### src/logic/oss_pkg.sv
package oss_pkg;
  // Register offsets
  localparam logic [7:0] ADDR_RAMP_CFG  = 8'h03;
  localparam logic [7:0] ADDR_ON_DELAY  = 8'h05;
  localparam logic [7:0] ADDR_OFF_DELAY = 8'h06;
  localparam logic [7:0] ADDR_STATUS    = 8'h16;
  // Reset values
  localparam logic [7:0] ON_DELAY_RST   = 8'h00;
  localparam logic [5:0] OFF_DELAY_RST  = 6'h0b;
  localparam logic [2:0] RISE_CODE_RST  = 3'h1;
  localparam logic [2:0] RISE_CODE_TERM = 3'h0;
  localparam logic       FALL_EN_RST    = 1'b1;
  localparam logic [2:0] FALL_CODE_RST  = 3'h4;
  // Ramp configuration field positions
  localparam int RISE_MSB = 6;
  localparam int RISE_LSB = 4;
  localparam int FALL_EN_BIT = 3;
  localparam int FALL_MSB = 2;
  localparam int FALL_LSB = 0;
  // Timebase: both edges of the master clock are counted
  localparam int MCLK_HZ  = 500000;
  localparam int STEP_MV  = 10;
  localparam int EDGES_MS = 2 * MCLK_HZ / 1000;
  localparam logic [17:0] EDGES_PER_MS = 18'(EDGES_MS);
  // Slew rates in mV per ms
  localparam int RATE_0 = 50;
  localparam int RATE_1 = 100;
  localparam int RATE_2 = 200;
  localparam int RATE_3 = 250;
  localparam int RATE_4 = 500;
  localparam int RATE_5 = 1000;
  localparam int RATE_6 = 2000;
  // Master clock edges held per 10 mV step
  localparam logic [7:0] HOLD_0 = 8'(STEP_MV * EDGES_MS / RATE_0);
  localparam logic [7:0] HOLD_1 = 8'(STEP_MV * EDGES_MS / RATE_1);
  localparam logic [7:0] HOLD_2 = 8'(STEP_MV * EDGES_MS / RATE_2);
  localparam logic [7:0] HOLD_3 = 8'(STEP_MV * EDGES_MS / RATE_3);
  localparam logic [7:0] HOLD_4 = 8'(STEP_MV * EDGES_MS / RATE_4);
  localparam logic [7:0] HOLD_5 = 8'(STEP_MV * EDGES_MS / RATE_5);
  localparam logic [7:0] HOLD_6 = 8'(STEP_MV * EDGES_MS / RATE_6);

  // Sequencer states
  typedef enum logic [5:0] {
    ST_OFF   = 6'h01,
    ST_ONDLY = 6'h02,
    ST_RISE  = 6'h04,
    ST_REG   = 6'h08,
    ST_OFDLY = 6'h10,
    ST_FALL  = 6'h20
  } oss_state_t;

  // Step hold for a slew code; reserved codes fall back safely
  function automatic logic [7:0] oss_hold(input logic [2:0] code, input logic rising);
    case (code)
      3'h0: oss_hold = HOLD_0;
      3'h1: oss_hold = HOLD_1;
      3'h2: oss_hold = HOLD_2;
      3'h3: oss_hold = HOLD_3;
      3'h4: oss_hold = HOLD_4;
      3'h5: oss_hold = HOLD_5;
      3'h6: oss_hold = HOLD_6;
      default: oss_hold = rising ? HOLD_0 : HOLD_6;
    endcase
  endfunction
endpackage

### src/logic/oss_sequencer.sv
// How it works
// - After turn-on command, wait the turn-on delay before ramping up.
// - Turn-on delay is eight bits, one ms per count, resets to zero.
// - Turn-off delay ends at zero output with fall ramp, else at switch-off.
// - Slewed turn-off waits delay minus ramp-down time, then ramps down.
// - Without fall ramp, switches simply turn off when the delay expires.
// - Turn-off delay is six bits, resets to 11 ms, top bits read zero.
// - Ramps move the target in 10 mV steps; hold time sets the rate.
// - Step hold time is counted from the manager's master clock.
// - Rising code picks 0.05 to 2.0 V/ms; code 7 reserved; resets to 1.
// - As bus terminator the rising code defaults to 0.
// - Bit 3 enables the controlled fall ramp; resets enabled.
// - Falling code picks -0.05, -0.1, -0.2 V/ms and faster above.
// - Bit 7 of the ramp configuration always reads zero.
// - Overcurrent during the rising ramp trips protection.
// - Pre-biased output: stage stays off until target passes the bias.
`timescale 1ns/1ps
module oss_sequencer #(
  parameter int SP_W = 9
) (
  input  wire logic            clk,
  input  wire logic            rstn,
  input  wire logic            mclk_pin,
  input  wire logic            turn_on_pin,
  input  wire logic            turn_off_pin,
  input  wire logic            terminator_pin,
  input  wire logic            overcurrent_pin,
  input  wire logic [SP_W-1:0] output_setpoint,
  input  wire logic [SP_W-1:0] prebias_level,
  input  wire logic [7:0]      reg_addr,
  input  wire logic [7:0]      reg_wdata,
  input  wire logic            reg_wr,
  input  wire logic            reg_rd,
  output logic      [7:0]      reg_rdata,
  output logic      [SP_W-1:0] ramp_target,
  output logic                 switch_en,
  output logic                 regulating,
  output logic                 ocp_trip
);
  oss_pkg::oss_state_t st_reg, st_next;
  logic [3:0]      s1_reg, s2_reg;
  logic [2:0]      s3_reg;
  logic [1:0]      strap_wait_reg;
  logic [7:0]      on_dly_reg;
  logic [5:0]      off_dly_reg;
  logic [2:0]      rise_code_reg, fall_code_reg;
  logic            fall_en_reg;
  logic            on_pend_reg, off_pend_reg;
  logic [17:0]     cnt_reg, cnt_next;
  logic [SP_W-1:0] tgt_reg, tgt_next;
  logic            sw_reg, sw_next, trip_reg, trip_next;
  logic            regl_reg;
  logic [7:0]      rdata_reg;

  // Pin decode after the synchronisers
  wire       mclk_edge = s2_reg[0] ^ s3_reg[0];
  wire       on_ev     = s2_reg[1] & ~s3_reg[1];
  wire       off_ev    = s2_reg[2] & ~s3_reg[2];
  wire       oc_s      = s2_reg[3];
  wire       wr_cfg    = reg_wr & (reg_addr == oss_pkg::ADDR_RAMP_CFG);
  wire       wr_on     = reg_wr & (reg_addr == oss_pkg::ADDR_ON_DELAY);
  wire       wr_off    = reg_wr & (reg_addr == oss_pkg::ADDR_OFF_DELAY);
  wire [7:0] cfg_rd    = {1'b0, rise_code_reg, fall_en_reg, fall_code_reg};
  wire [7:0] rd_mux    = (reg_addr == oss_pkg::ADDR_RAMP_CFG)  ? cfg_rd :
                         (reg_addr == oss_pkg::ADDR_ON_DELAY)  ? on_dly_reg :
                         (reg_addr == oss_pkg::ADDR_OFF_DELAY) ? {2'b00, off_dly_reg} :
                         (reg_addr == oss_pkg::ADDR_STATUS)    ? {2'b00, st_reg} :
                         8'h00;
  wire [7:0] hold_rise = oss_pkg::oss_hold(rise_code_reg, 1'b1);
  wire [7:0] hold_fall = oss_pkg::oss_hold(fall_code_reg, 1'b0);

  // Delays in master clock edges; pre-ramp wait clamps at zero
  wire [17:0] on_wait   = 18'(on_dly_reg) * oss_pkg::EDGES_PER_MS;
  wire [17:0] off_total = 18'(off_dly_reg) * oss_pkg::EDGES_PER_MS;
  wire [17:0] ramp_down = 18'(tgt_reg) * 18'(hold_fall);
  wire [17:0] pre_ramp  = (off_total > ramp_down) ? (off_total - ramp_down) : 18'h0_0000;
  wire [17:0] off_wait  = fall_en_reg ? pre_ramp : off_total;
  wire        step_done = mclk_edge & (cnt_reg <= 18'h0_0001);
  wire [17:0] cnt_dec   = mclk_edge ? (cnt_reg - 18'h0_0001) : cnt_reg;

  // Synchronisers for the pins, plus delayed copies for edge detect
  always_ff @(posedge clk or negedge rstn)
  begin
    if (!rstn)
    begin
      s1_reg <= 4'h0;
      s2_reg <= 4'h0;
      s3_reg <= 3'h0;
    end
    else
    begin
      s1_reg <= {overcurrent_pin, turn_off_pin, turn_on_pin, mclk_pin};
      s2_reg <= s1_reg;
      s3_reg <= s2_reg[2:0];
    end
  end

  // Terminator strap: its own pair of flip-flops, caught once after release
  logic term_s1_reg, term_s2_reg;
  always_ff @(posedge clk or negedge rstn)
  begin
    if (!rstn)
    begin
      term_s1_reg <= 1'b0;
      term_s2_reg <= 1'b0;
      strap_wait_reg <= 2'h0;
    end
    else
    begin
      term_s1_reg <= terminator_pin;
      term_s2_reg <= term_s1_reg;
      if (strap_wait_reg != 2'h3)
        strap_wait_reg <= strap_wait_reg + 2'h1;
    end
  end

  // Configuration registers, writable at any time
  always_ff @(posedge clk or negedge rstn)
  begin
    if (!rstn)
    begin
      on_dly_reg    <= oss_pkg::ON_DELAY_RST;
      off_dly_reg   <= oss_pkg::OFF_DELAY_RST;
      rise_code_reg <= oss_pkg::RISE_CODE_RST;
      fall_en_reg   <= oss_pkg::FALL_EN_RST;
      fall_code_reg <= oss_pkg::FALL_CODE_RST;
    end
    else
    begin
      if (wr_on)
        on_dly_reg <= reg_wdata;
      if (wr_off)
        off_dly_reg <= reg_wdata[5:0];
      if (wr_cfg)
      begin
        rise_code_reg <= reg_wdata[oss_pkg::RISE_MSB:oss_pkg::RISE_LSB];
        fall_en_reg   <= reg_wdata[oss_pkg::FALL_EN_BIT];
        fall_code_reg <= reg_wdata[oss_pkg::FALL_MSB:oss_pkg::FALL_LSB];
      end
      else if (strap_wait_reg == 2'h2 && term_s2_reg)
        rise_code_reg <= oss_pkg::RISE_CODE_TERM;
    end
  end

  // Command latches; a new edge wins over the clear
  always_ff @(posedge clk or negedge rstn)
  begin
    if (!rstn)
    begin
      on_pend_reg  <= 1'b0;
      off_pend_reg <= 1'b0;
      rdata_reg    <= 8'h00;
    end
    else
    begin
      on_pend_reg  <= on_ev | (on_pend_reg & (st_reg != oss_pkg::ST_OFF));
      off_pend_reg <= off_ev | (off_pend_reg & (st_reg != oss_pkg::ST_OFF)
                                             & (st_reg != oss_pkg::ST_REG));
      if (reg_rd)
        rdata_reg <= rd_mux;
    end
  end

  // Sequencer next state
  always_comb
  begin
    st_next   = st_reg;
    cnt_next  = cnt_reg;
    tgt_next  = tgt_reg;
    sw_next   = sw_reg;
    trip_next = trip_reg;
    unique case (st_reg)
      oss_pkg::ST_OFF:
      begin
        sw_next  = 1'b0;
        tgt_next = '0;
        if (on_pend_reg)
        begin
          st_next   = oss_pkg::ST_ONDLY;
          cnt_next  = on_wait;
          trip_next = 1'b0;
        end
      end
      oss_pkg::ST_ONDLY:
      begin
        if (cnt_reg == 18'h0_0000)
        begin
          st_next  = oss_pkg::ST_RISE;
          cnt_next = 18'(hold_rise);
        end
        else
          cnt_next = cnt_dec;
      end
      oss_pkg::ST_RISE:
      begin
        sw_next = tgt_reg > prebias_level;
        if (oc_s)
        begin
          st_next   = oss_pkg::ST_OFF;
          trip_next = 1'b1;
          sw_next   = 1'b0;
        end
        else if (tgt_reg >= output_setpoint)
          st_next = oss_pkg::ST_REG;
        else if (step_done)
        begin
          tgt_next = tgt_reg + 1'b1;
          cnt_next = 18'(hold_rise);
        end
        else
          cnt_next = cnt_dec;
      end
      oss_pkg::ST_REG:
      begin
        sw_next  = 1'b1;
        tgt_next = output_setpoint;
        if (off_pend_reg)
        begin
          st_next  = oss_pkg::ST_OFDLY;
          cnt_next = off_wait;
        end
      end
      oss_pkg::ST_OFDLY:
      begin
        if (cnt_reg != 18'h0_0000)
          cnt_next = cnt_dec;
        else if (fall_en_reg && tgt_reg != '0)
        begin
          st_next  = oss_pkg::ST_FALL;
          cnt_next = 18'(hold_fall);
        end
        else
        begin
          st_next = oss_pkg::ST_OFF;
          sw_next = 1'b0;
        end
      end
      oss_pkg::ST_FALL:
      begin
        if (tgt_reg == '0)
        begin
          st_next = oss_pkg::ST_OFF;
          sw_next = 1'b0;
        end
        else if (step_done)
        begin
          tgt_next = tgt_reg - 1'b1;
          cnt_next = 18'(hold_fall);
        end
        else
          cnt_next = cnt_dec;
      end
      default:
      begin
        st_next = oss_pkg::ST_OFF;
        sw_next = 1'b0;
      end
    endcase
  end

  // Sequencer registers
  always_ff @(posedge clk or negedge rstn)
  begin
    if (!rstn)
    begin
      st_reg   <= oss_pkg::ST_OFF;
      cnt_reg  <= 18'h0_0000;
      tgt_reg  <= '0;
      sw_reg   <= 1'b0;
      trip_reg <= 1'b0;
      regl_reg <= 1'b0;
    end
    else
    begin
      regl_reg <= (st_next == oss_pkg::ST_REG);
      st_reg   <= st_next;
      cnt_reg  <= cnt_next;
      tgt_reg  <= tgt_next;
      sw_reg   <= sw_next;
      trip_reg <= trip_next;
    end
  end

  // Outputs straight from flip-flops
  assign reg_rdata   = rdata_reg;
  assign ramp_target = tgt_reg;
  assign switch_en   = sw_reg;
  assign regulating  = regl_reg;
  assign ocp_trip    = trip_reg;

  // Checks
  a_cfg_top_zero: assert property (@(posedge clk) disable iff (!rstn)
    reg_rd && reg_addr == oss_pkg::ADDR_RAMP_CFG |=> !reg_rdata[7])
    else $error("ramp config bit 7 read as one");
  a_off_top_zero: assert property (@(posedge clk) disable iff (!rstn)
    reg_rd && reg_addr == oss_pkg::ADDR_OFF_DELAY |=> reg_rdata[7:6] == 2'b00)
    else $error("turn-off delay top bits read as one");
  a_rise_after_wait: assert property (@(posedge clk) disable iff (!rstn)
    st_reg == oss_pkg::ST_RISE && $past(st_reg) == oss_pkg::ST_ONDLY |->
    $past(cnt_reg) == 18'h0_0000)
    else $error("ramp began before turn-on delay ran out");
  a_step_size: assert property (@(posedge clk) disable iff (!rstn)
    st_reg == oss_pkg::ST_RISE && $past(st_reg) == oss_pkg::ST_RISE &&
    tgt_reg != $past(tgt_reg) |-> tgt_reg == $past(tgt_reg) + 1'b1)
    else $error("rising target moved by other than one step");
  a_step_on_mclk: assert property (@(posedge clk) disable iff (!rstn)
    (st_reg == oss_pkg::ST_FALL) && $past(st_reg) == oss_pkg::ST_FALL &&
    $changed(tgt_reg) |-> $past(mclk_edge))
    else $error("falling step without master clock edge");
  a_prebias_hold: assert property (@(posedge clk) disable iff (!rstn)
    st_reg == oss_pkg::ST_RISE && tgt_reg <= prebias_level |=> !switch_en)
    else $error("stage on below pre-bias level");
  a_ocp_trip: assert property (@(posedge clk) disable iff (!rstn)
    st_reg == oss_pkg::ST_RISE && oc_s |=> ocp_trip && st_reg == oss_pkg::ST_OFF)
    else $error("overcurrent in ramp did not trip");
  a_fall_needs_en: assert property (@(posedge clk) disable iff (!rstn)
    st_reg == oss_pkg::ST_FALL && $past(st_reg) == oss_pkg::ST_OFDLY |->
    $past(fall_en_reg))
    else $error("fall ramp ran while disabled");
  a_reg_order: assert property (@(posedge clk) disable iff (!rstn)
    st_reg == oss_pkg::ST_REG |=> st_reg inside {oss_pkg::ST_REG, oss_pkg::ST_OFDLY})
    else $error("regulating left out of order");
endmodule // oss_sequencer

### config.mk
export PLATFORM = sky130hd
export DESIGN_NAME = oss_sequencer
export DESIGN_NICKNAME = d
export VERILOG_FILES = /design/src/logic/oss_pkg.sv /design/src/logic/oss_sequencer.sv
export SDC_FILE = /design/constraint.sdc
export NUM_CORES = 1
export LEC_CHECK = 0
export ABC_AREA = 0
export BUFFER_PORTS_ARGS = -buffer_cell sky130_fd_sc_hd__buf_2
export CORE_ASPECT_RATIO = 0.75
export CORE_MARGIN = 2
export CORE_UTILIZATION = 61
export DETAILED_ROUTE_END_ITERATION = 8
export PLACE_DENSITY = 0.8
export SYNTH_ARGS = -nofsm -noshare
export SYNTH_HDL_FRONTEND = slang
export SYNTH_SLANG_ARGS = --single-unit
### constraint.sdc
create_clock -name clk -period 7.5 [get_ports clk]
set_input_delay 1.5 -clock clk [delete_from_list [all_inputs] [get_ports clk]]
set_output_delay 1.5 -clock clk [all_outputs]
set_load 0.02 [all_outputs]
==> results of run 1 <==
## worst min-delay path by stage
| stage | start | endpoint | slack (ns) | cells past startpoint |
|---|---|---|---|---|
| after floorplan | s1_reg[0] | s2_reg[0] | 0.33 | 0 |
| after global placement | s1_reg[3] | s2_reg[3] | 0.33 | 0 |
| after detailed placement | s1_reg[0] | s2_reg[0] | 0.34 | 0 |
| after CTS | s1_reg[0] | s2_reg[0] | 0.35 | 0 |
| after global routing | term_s1_reg | term_s2_reg | 0.35 | 0 |
| final | term_s1_reg | term_s2_reg | 0.35 | 0 |
## power by group through the flow
stage          Combinational (µW)  Clock [µW]  Sequential (µW)
6_report                      936         495              595
3_5_place_dp                  906           0              598
3_3_place_gp                  892           0              597
2_1_floorplan                 688           0              583
4_1_cts                       917         501              591
5_1_grt                      1040         517              606
## cell type report
type,instances,area [µm²],share of cell area (%)
inverter,146,548,4.87
sequential,82,2060,18.3
clock inverter,6,93.8,0.834
tap,215,269,2.39
multi-input combinational,890,7570,67.2
timing repair buffer,84,478,4.25
clock buffer,10,239,2.12
## placed cells by master (no fill, tap or decap), types with 23 or more instances in the layout
cell	count
xnor2_1	42
nand3_1	24
buf_2	61
and2_1	40
nor2_1	61
o21ai_0	47
dfrtp_1	74
buf_4	23
xor2_1	25
ha_1	141
nor3_1	24
nand2_1	90
fa_1	78
inv_1	146
a21oi_1	49
## routing by layer
metal / vias up / part of all wire, %
met5: - / 0
met4: 0 / 2.0
met3: 49 / 10
met2: 423 / 42
met1: 4149 / 45
li1: 4137 / -
## through the flow
stage	hold slack (ns)	area, µm²	setup slack, ns	util, %	power [µW]
2_1_floorplan	0.331	10300	0.785	-	1270
4_1_cts	0.352	11200	0.0656	67.4	2010
6_report	0.350	11300	0.391	67.5	2030
5_1_grt	0.354	11300	0.0219	67.5	2160
3_3_place_gp	0.332	10900	0.364	65.4	1490
3_5_place_dp	0.338	10900	0.0818	65.4	1500
## critical path, stage by stage (launching register included)
cell and delay [ns]:
dfstp_2 0.68, xnor2_1 0.19, nor2_2 0.14, and2_1 0.21, fa_1 0.46, fa_1 0.55
inv_1 0.06, fa_1 0.47, fa_1 0.55, inv_1 0.04, ha_1 0.32, o21ai_0 0.10
nand2b_1 0.11, a21o_1 0.23, a31o_2 0.26, a41o_1 0.25, nor2_1 0.11, xor2_1 0.10
ha_1 0.33, nand3_1 0.14, or3_1 0.39, o221ai_1 0.23, a211oi_1 0.13, nor2_1 0.17
o311ai_1 0.29, o311ai_0 0.37, a22o_1 0.18
## kinds of logic (layout without fill, tap and decap cells)
kind of cell	after synthesis	after routing	share of synthesized area [%]
simple gates	323	323	15.9
flops	82	82	20.0
compound gates	261	261	17.2
buf+inv	181	246	6.87
mux	20	20	2.11
fa+ha+maj	219	219	32.2
xor+xnor	67	67	5.69
==> run metrics, run 1 <==
Die H=117 µm; initial antenna violation count=0; deepest clock path buffer count=2; Mean Syn Cell Area=8.94 µm²; Worst EP arrival=7.39 ns; Seq cells post-synth=82; status=complete, no violations; r2r worst-path depth=26; fin crit share=94.8%; CP max FO=12; CTS clk-pin slew, worst paths=0.06 ns; Clk Latency, worst-skew pair=0.35 ns; setup violators final=0; # IOs=63; Max Cap Viol=0; routability cong.=0.938; GRT met2 Usage=46.7%; worst-margin pin slew=1.16 ns; number of flops mapped to enable cells by yosys=0; first-pass GRT wire length=43.5 mm; Netlist Area Pre-Place=0.0103 mm²; Synth Instances=1,153; Post-synth ARST share=100%; Fill cells=1,340; largest net degree at the start of global routing=80; max reg flops=18; Most used DFF post-synth=dfrtp_1; Reg-to-Reg Start=fall_code_reg[2]; kind of critical path=reg2reg; Final Hold Viols=0; Gate power share=46.2%; total track usage=30.7%; post_cts resized=0; Pwr Density=180 mW/mm²; initial core utilization=61.9%; Layout Cells excl Fill=1,433; top cell type's share of synthesized area=18.2%; vias=8,758; CTS buffer count=9; Worst EP required=7.78 ns; total congestion overflow=0; CP Capture Type=flip-flop; Setup crit start kind=flip-flop; TNS Setup=0 ns; routed length per placed instance=18.6 µm; unrepaired setup endpoints after global routing=no; Core Region=0.0167 mm²; Ys Warns=0; flop-to-flop setup slack=0.39 ns; H-tree levels=3; Die W=154 µm; cts hold-fix bufs=0; sw power=832 µW; Num Clock Sinks=82; drt drc=0; sw frac=41.0%; Initial DRC Count=725; met3 global-route usage=7.46%; Synth-to-Final Area Change=9.15%; sequential area share after synthesis=20.0%; Avg Vias per Cell=6.11; TritonCTS clock tree=done; worst r2r dst=cnt_reg[17]; dpl cells=1,417; vias in the first global route=8,471; share of post-route cells with drive strength above 1=12.2%; Post-Route WL=26.6 mm; final max-slew violation count=0; Setup crit start=fall_code_reg[2]; Synth Net Count=1,415; detailed placer's ending HPWL=21.2 mm; synth top area cells=dfrtp_1 (18%), ha_1 (17%), fa_1 (15%); Power Internal=1190 µW; Pre-antenna DRT Iters=8; die area=0.0180 mm²; Synth area leader=dfrtp_1; ant diodes=0; LEAKAGE=0.00583 µW; FP Rows=41; Reg power frac=29.4%; most common cell in the netlist=inv_1; post-route ant nets=0; CP endpoint=cnt_reg[17]; clock skew=0.00678 ns; met1 Use GR=44.3%; post-layout minimum cycle time=7.11 ns; maximum VDD drop=0.208 mV; Max-slew headroom=22.7%; post-synth cell types=72; top cells by count, synth=inv_1 (146), ha_1 (141), nand2_1 (90), fa_1 (78), dfrtp_1 (75); HP Class=reg2reg; final net count=1,475; Clk pwr share=24.5%; GRT busiest layer=met2; IO Port Bufs=62; CTS root buffer=clkbuf_16; fmax=0.141 GHz; Post-CTS Setup Bufs=0
No activity file was read; power rests on OpenSTA's default activity.
==> run 2: changes to the inputs <==
CORE_UTILIZATION = 48   (was 61)
PLACE_DENSITY = 0.65   (was 0.8)
==> run 2 against run 1 <==
Compared with the run above:
- first-iteration DRC count increased by 7.7%
- combinational power about the same
- clock skew increased by 0.0015 ns
- utilization decreased by 14 points
- setup slack improved by 0.0033 ns
- sequential cell count unchanged
- worst hold slack about the same
- global-route usage decreased by 6.0 points
- via count decreased by 2.2%
- sequential power about the same
- critical path type unchanged
==> run metrics, run 2 (synthesis results as in run 1) <==
max reg flops=18; post-layout util=53.6%; commonest non-fill, non-tap cell in the layout=inv_1; ant diodes=0; die area=0.0227 mm²; post-route setup slack=0.395 ns; unrepaired setup endpoints after global routing=no; first-pass GRT wire length=44.2 mm; HP Class=reg2reg; initial antenna violation count=0; kind of critical path=reg2reg; Final Hold Viols=0; total track usage=24.8%; vias=8,569; final net count=1,471; FP Rows=46; fmax=0.141 GHz; Initial DRC Count=781; post-route ant nets=0; Met3 Routed Length=1.81 mm; worst-margin pin slew=1.07 ns; CP Capture Type=flip-flop; Die H=131 µm; Avg Vias per Cell=5.71; TritonCTS clock tree=done; Num Clock Sinks=82; largest net degree at the start of global routing=64; # IOs=63; Clk Latency, worst-skew pair=0.36 ns; routed length per placed instance=18.1 µm; post-layout minimum cycle time=7.11 ns; IO Port Bufs=62; Synth-to-Final Area Change=9.72%; initial core utilization=48.8%; deepest clock path buffer count=2; Worst EP arrival=7.34 ns; Die W=173 µm; Core Region=0.0211 mm²; final max-slew violation count=0; setup violators final=0; total congestion overflow=0; Pre-antenna DRT Iters=6; fin crit share=94.7%; Worst EP required=7.74 ns; highest routed layer=met4; status=complete, no violations; detailed placer's ending HPWL=21.9 mm; CTS clk-pin slew, worst paths=0.07 ns; share of post-route cells with drive strength above 1=12.3%; Pwr Density=176 mW/mm²; Max Cap Viol=0; Setup crit start kind=flip-flop; cts hold-fix bufs=0; met2 routed WL=11.0 mm; LEAKAGE=0.00580 µW; met1 WL=14.0 mm; vias in the first global route=8,010; clock skew=0.00826 ns; most frequent cells in the layout=inv_1 (146), ha_1 (141), nand2_1 (90), fa_1 (78), dfrtp_1 (73); CTS root buffer=clkbuf_16; CTS buffer count=9; routability cong.=0.887; Post-Route WL=27.2 mm; drt drc=0; CP max FO=13; pre-CTS setup slack=-0.0141 ns; H-tree levels=3; maximum VDD drop=0.171 mV; Max-slew headroom=28.6%
==> run 2: cell count changes in the layout (fill, tap and decap cells not counted), sizes merged <==
| cell | change |
|---|---|
| buf | -5 |
| bufinv | -2 |
| clkinv | +3 |
| clkinvlp | -1 |
| inv | +1 |
==> run 2: where the power goes <==
group          leakage [µW]  switching (µW)  internal (µW)
Clock              0.000150             227            238
Sequential          0.00103            85.3            510
Combinational       0.00462             560            376
==> run 2: final timing paths <==
check	startpoint	end	slack, ns	depth (start not counted)
worst min-delay path	term_s1_reg	term_s2_reg	0.35	0
min in group asynchronous	rstn	ramp_target[5]	1.02	1
max in group asynchronous	rstn	cnt_reg[17]	5.37	2
worst min register to register	term_s1_reg	term_s2_reg	0.35	0
worst max-delay path	fall_code_reg[2]	cnt_reg[10]	0.39	25
worst max register to register	fall_code_reg[2]	cnt_reg[10]	0.39	25
==> run 2: timing repair <==
action / CTS / global route
gates resized for setup: 2 / 11
setup endpoints to repair: 1 / 16
buffers inserted: 0 / 1
gates cloned: 0 / 0
==> run 2: metal layers <==
metal	up-vias	global-route usage, %
li1	4130	-
met1	4120	38.8
met2	292	35.5
met3	27	3.91
met4	0	5.63
met5	-	0
==> run 2: critical path, stage by stage (launching register included) <==
cell	delay, ns
dfstp_4	0.53
nor2_1	0.59
nand2_1	0.17
fa_1	0.52
fa_1	0.55
inv_1	0.05
fa_1	0.52
inv_1	0.05
fa_1	0.52
inv_1	0.04
ha_1	0.36
a21o_1	0.20
a31o_2	0.26
a41o_1	0.25
nor2_1	0.14
xor2_1	0.23
ha_1	0.29
nand3_1	0.13
or3_1	0.17
o221ai_1	0.14
a211oi_1	0.32
nor2_1	0.11
o311ai_1	0.16
buf_2	0.26
o221ai_1	0.13
mux2_2	0.27
==> run 2: cell type report <==
| cell class | instances | area [µm²] |
|---|---|---|
| Fill cell | 2010 | 9810 |
| Multi-Input combinational cell | 890 | 7590 |
| Sequential cell | 82 | 2070 |
| Inverter | 146 | 548 |
| Timing Repair Buffer | 80 | 445 |
| Tap cell | 288 | 360 |
| Clock buffer | 9 | 225 |
| Clock inverter | 7 | 81.3 |
==> run 2: stage by stage <==
| step | power (µW) | instances | instance area (µm²) | hold WS, ns | setup TNS [ns] |
|---|---|---|---|---|---|
| after floorplan | 1270 | 1153 | 10300 | 0.331 | 0 |
| after global placement | 1510 | 1484 | 11000 | 0.332 | 0 |
| after detailed placement | 1510 | 1484 | 11000 | 0.335 | -0.0141 |
| after CTS | 1990 | 1500 | 11300 | 0.352 | 0 |
| after global routing | 2140 | 1502 | 11300 | 0.362 | 0 |
| final | 2000 | 1502 | 11300 | 0.350 | 0 |
==> run 3: changes to the inputs <==
PLACE_DENSITY = 0.73   (was 0.65)
RECOVER_POWER = 25   (was not set)
==> run 3 against run 2 <==
Compared with the run above:
- the run now ends with capacitance limit, slew limit left
- power up 1.1%
- register-to-register slack about the same
- largest cell class unchanged
- design area unchanged
- via count up 0.30%
- sequential share of layout area about the same
- fmax up 0.14%
==> run metrics, run 3 (synthesis results as in run 1) <==
sw frac=41.6%; largest net degree at the start of global routing=76; final max-slew violation count=76; Worst Hold End=s2_reg[0]; ant diodes=0; CTS buffer count=9; drt drc=0; Post-Route WL=27.2 mm; FP Rows=46; Pre-antenna DRT Iters=7; initial antenna violation count=0; maximum VDD drop=0.205 mV; max reg flops=18; Gate power share=46.4%; Final Hold Viols=0; Synth-to-Final Area Change=9.72%; H-tree levels=3; Setup crit start kind=flip-flop; Reg-to-Reg Start=fall_code_reg[2]; Worst EP required=7.78 ns; Avg Vias per Cell=5.71; CTS clk-pin slew, worst paths=0.07 ns; final net count=1,473; Power Internal=1180 µW; detailed placer's ending HPWL=21.9 mm; CP Capture Type=flip-flop; routed length per placed instance=18.1 µm; Die H=131 µm; Worst EP arrival=7.38 ns; Fill cells=1,914; Clk Latency, worst-skew pair=0.34 ns; HP Class=reg2reg; fin crit share=94.6%; post-layout minimum cycle time=7.10 ns; TNS Setup=0 ns; most frequent cells in the layout=inv_1 (146), ha_1 (141), nand2_1 (90), fa_1 (78), dfrtp_1 (74); kind of critical path=reg2reg; worst-margin pin slew=4.01 ns; first-pass GRT wire length=44.2 mm; unrepaired setup endpoints after global routing=no; Initial DRC Count=842; setup violators final=0; clock skew=0.00867 ns; vias=8,595; Num Clock Sinks=82; # IOs=63; status=finished with violations; design area=0.0113 mm²; total track usage=24.6%; Hold Crit Depth=0; Max Cap Viol=1; die area=0.0227 mm²; vias in the first global route=8,273; r2r worst-path depth=27; Hold Startpoint=s1_reg[0]; total congestion overflow=0; Clk pwr share=24.0%; deepest clock path buffer count=2; Core Region=0.0211 mm²; failing checks=capacitance limit, slew limit; TritonCTS clock tree=done; commonest non-fill, non-tap cell in the layout=inv_1; DP Area=0.0110 mm²; Max-slew headroom=-167%; IO Port Bufs=62; initial core utilization=48.8%; Reg power frac=29.5%; flop-to-flop setup slack=0.40 ns; LEAKAGE=0.00581 µW; Die W=173 µm; CP max FO=13; share of post-route cells with drive strength above 1=11.8%; worst r2r dst=cnt_reg[17]; Pwr Density=178 mW/mm²; post-route ant nets=0; CTS root buffer=clkbuf_16; routability cong.=0.956; cts hold-fix bufs=0; fmax=0.141 GHz; sw power=840 µW
-- run 3: changes by cell type in the layout (fill, tap and decap cells not counted), sizes merged --
cell	change
clkbuf	+1
inv	-2
clkinv	-1
buf	+1
clkinvlp	+1
bufinv	+2
-- run 3: worst max-delay path by stage --
stage / from / end / slack (ns) / cells after the start
global placement: fall_code_reg[1] / cnt_reg[1] / 0.38 / 26
detailed placement: fall_code_reg[1] / cnt_reg[17] / 0.24 / 31
finish: fall_code_reg[2] / cnt_reg[17] / 0.40 / 27
CTS: fall_code_reg[1] / cnt_reg[1] / 0.18 / 30
floorplan: fall_code_reg[2] / cnt_reg[1] / 0.78 / 27
global route: fall_code_reg[2] / cnt_reg[17] / 0.01 / 27
-- run 3: worst max-delay path: stages, from the launching register on --
cell	delay, ns
dfstp_4	0.70
xnor2_1	0.18
nor2_2	0.15
and2_1	0.20
fa_1	0.45
fa_1	0.55
inv_1	0.05
fa_1	0.47
fa_1	0.55
inv_1	0.04
ha_1	0.32
o21ai_0	0.11
nand2b_1	0.12
a21o_1	0.21
a31o_2	0.26
a41o_1	0.25
nor2_1	0.12
xor2_1	0.10
ha_1	0.32
nand3_1	0.12
or3_1	0.38
o221ai_1	0.23
a211oi_1	0.12
nor2_1	0.15
o311ai_0	0.16
buf_4	0.22
o311ai_0	0.29
a22o_1	0.17
-- run 3: layout make-up --
cell class / instances / area [µm²] / share of cell area [%]
Sequential cell: 82 / 2070 / 18.3
Timing Repair Buffer: 82 / 455 / 4.03
Clock buffer: 9 / 225 / 1.99
Clock inverter: 7 / 98.8 / 0.874
Inverter: 146 / 548 / 4.84
Tap cell: 288 / 360 / 3.18
Multi-Input combinational cell: 890 / 7560 / 66.8
-- run 3: timing repair --
item | 4_1_cts | 5_1_grt
resized for setup | 0 | 6
setup endpoints to repair | 0 | 16
setup buffers | 0 | 1
-- run 3: power groups by stage --
stage | Combinational [µW] | Sequential [µW] | Clock (µW)
after floorplan | 688 | 583 | 0
after global placement | 899 | 599 | 0
after detailed placement | 911 | 601 | 0
after CTS | 919 | 594 | 492
after global routing | 1040 | 607 | 507
final | 938 | 596 | 485
-- run 3: routing by layer --
metal	vias to the layer above	track usage [%]	wire length, µm
met5	-	0	0
met4	0	6.03	415
met3	32	5.90	2430
met2	339	35.9	11300
met1	4094	36.7	13000
li1	4130	-	-
-- run 3: per-stage QoR --
stage	setup slack, ns	total power [µW]	instances	hold slack (ns)	utilization (%)
floorplan	0.785	1270	1153	0.331	-
global placement	0.382	1500	1487	0.332	52.0
detailed placement	0.237	1510	1487	0.336	52.0
CTS	0.180	2010	1503	0.354	53.5
global route	0.0144	2150	1504	0.357	53.6
finish	0.405	2020	1504	0.353	53.6
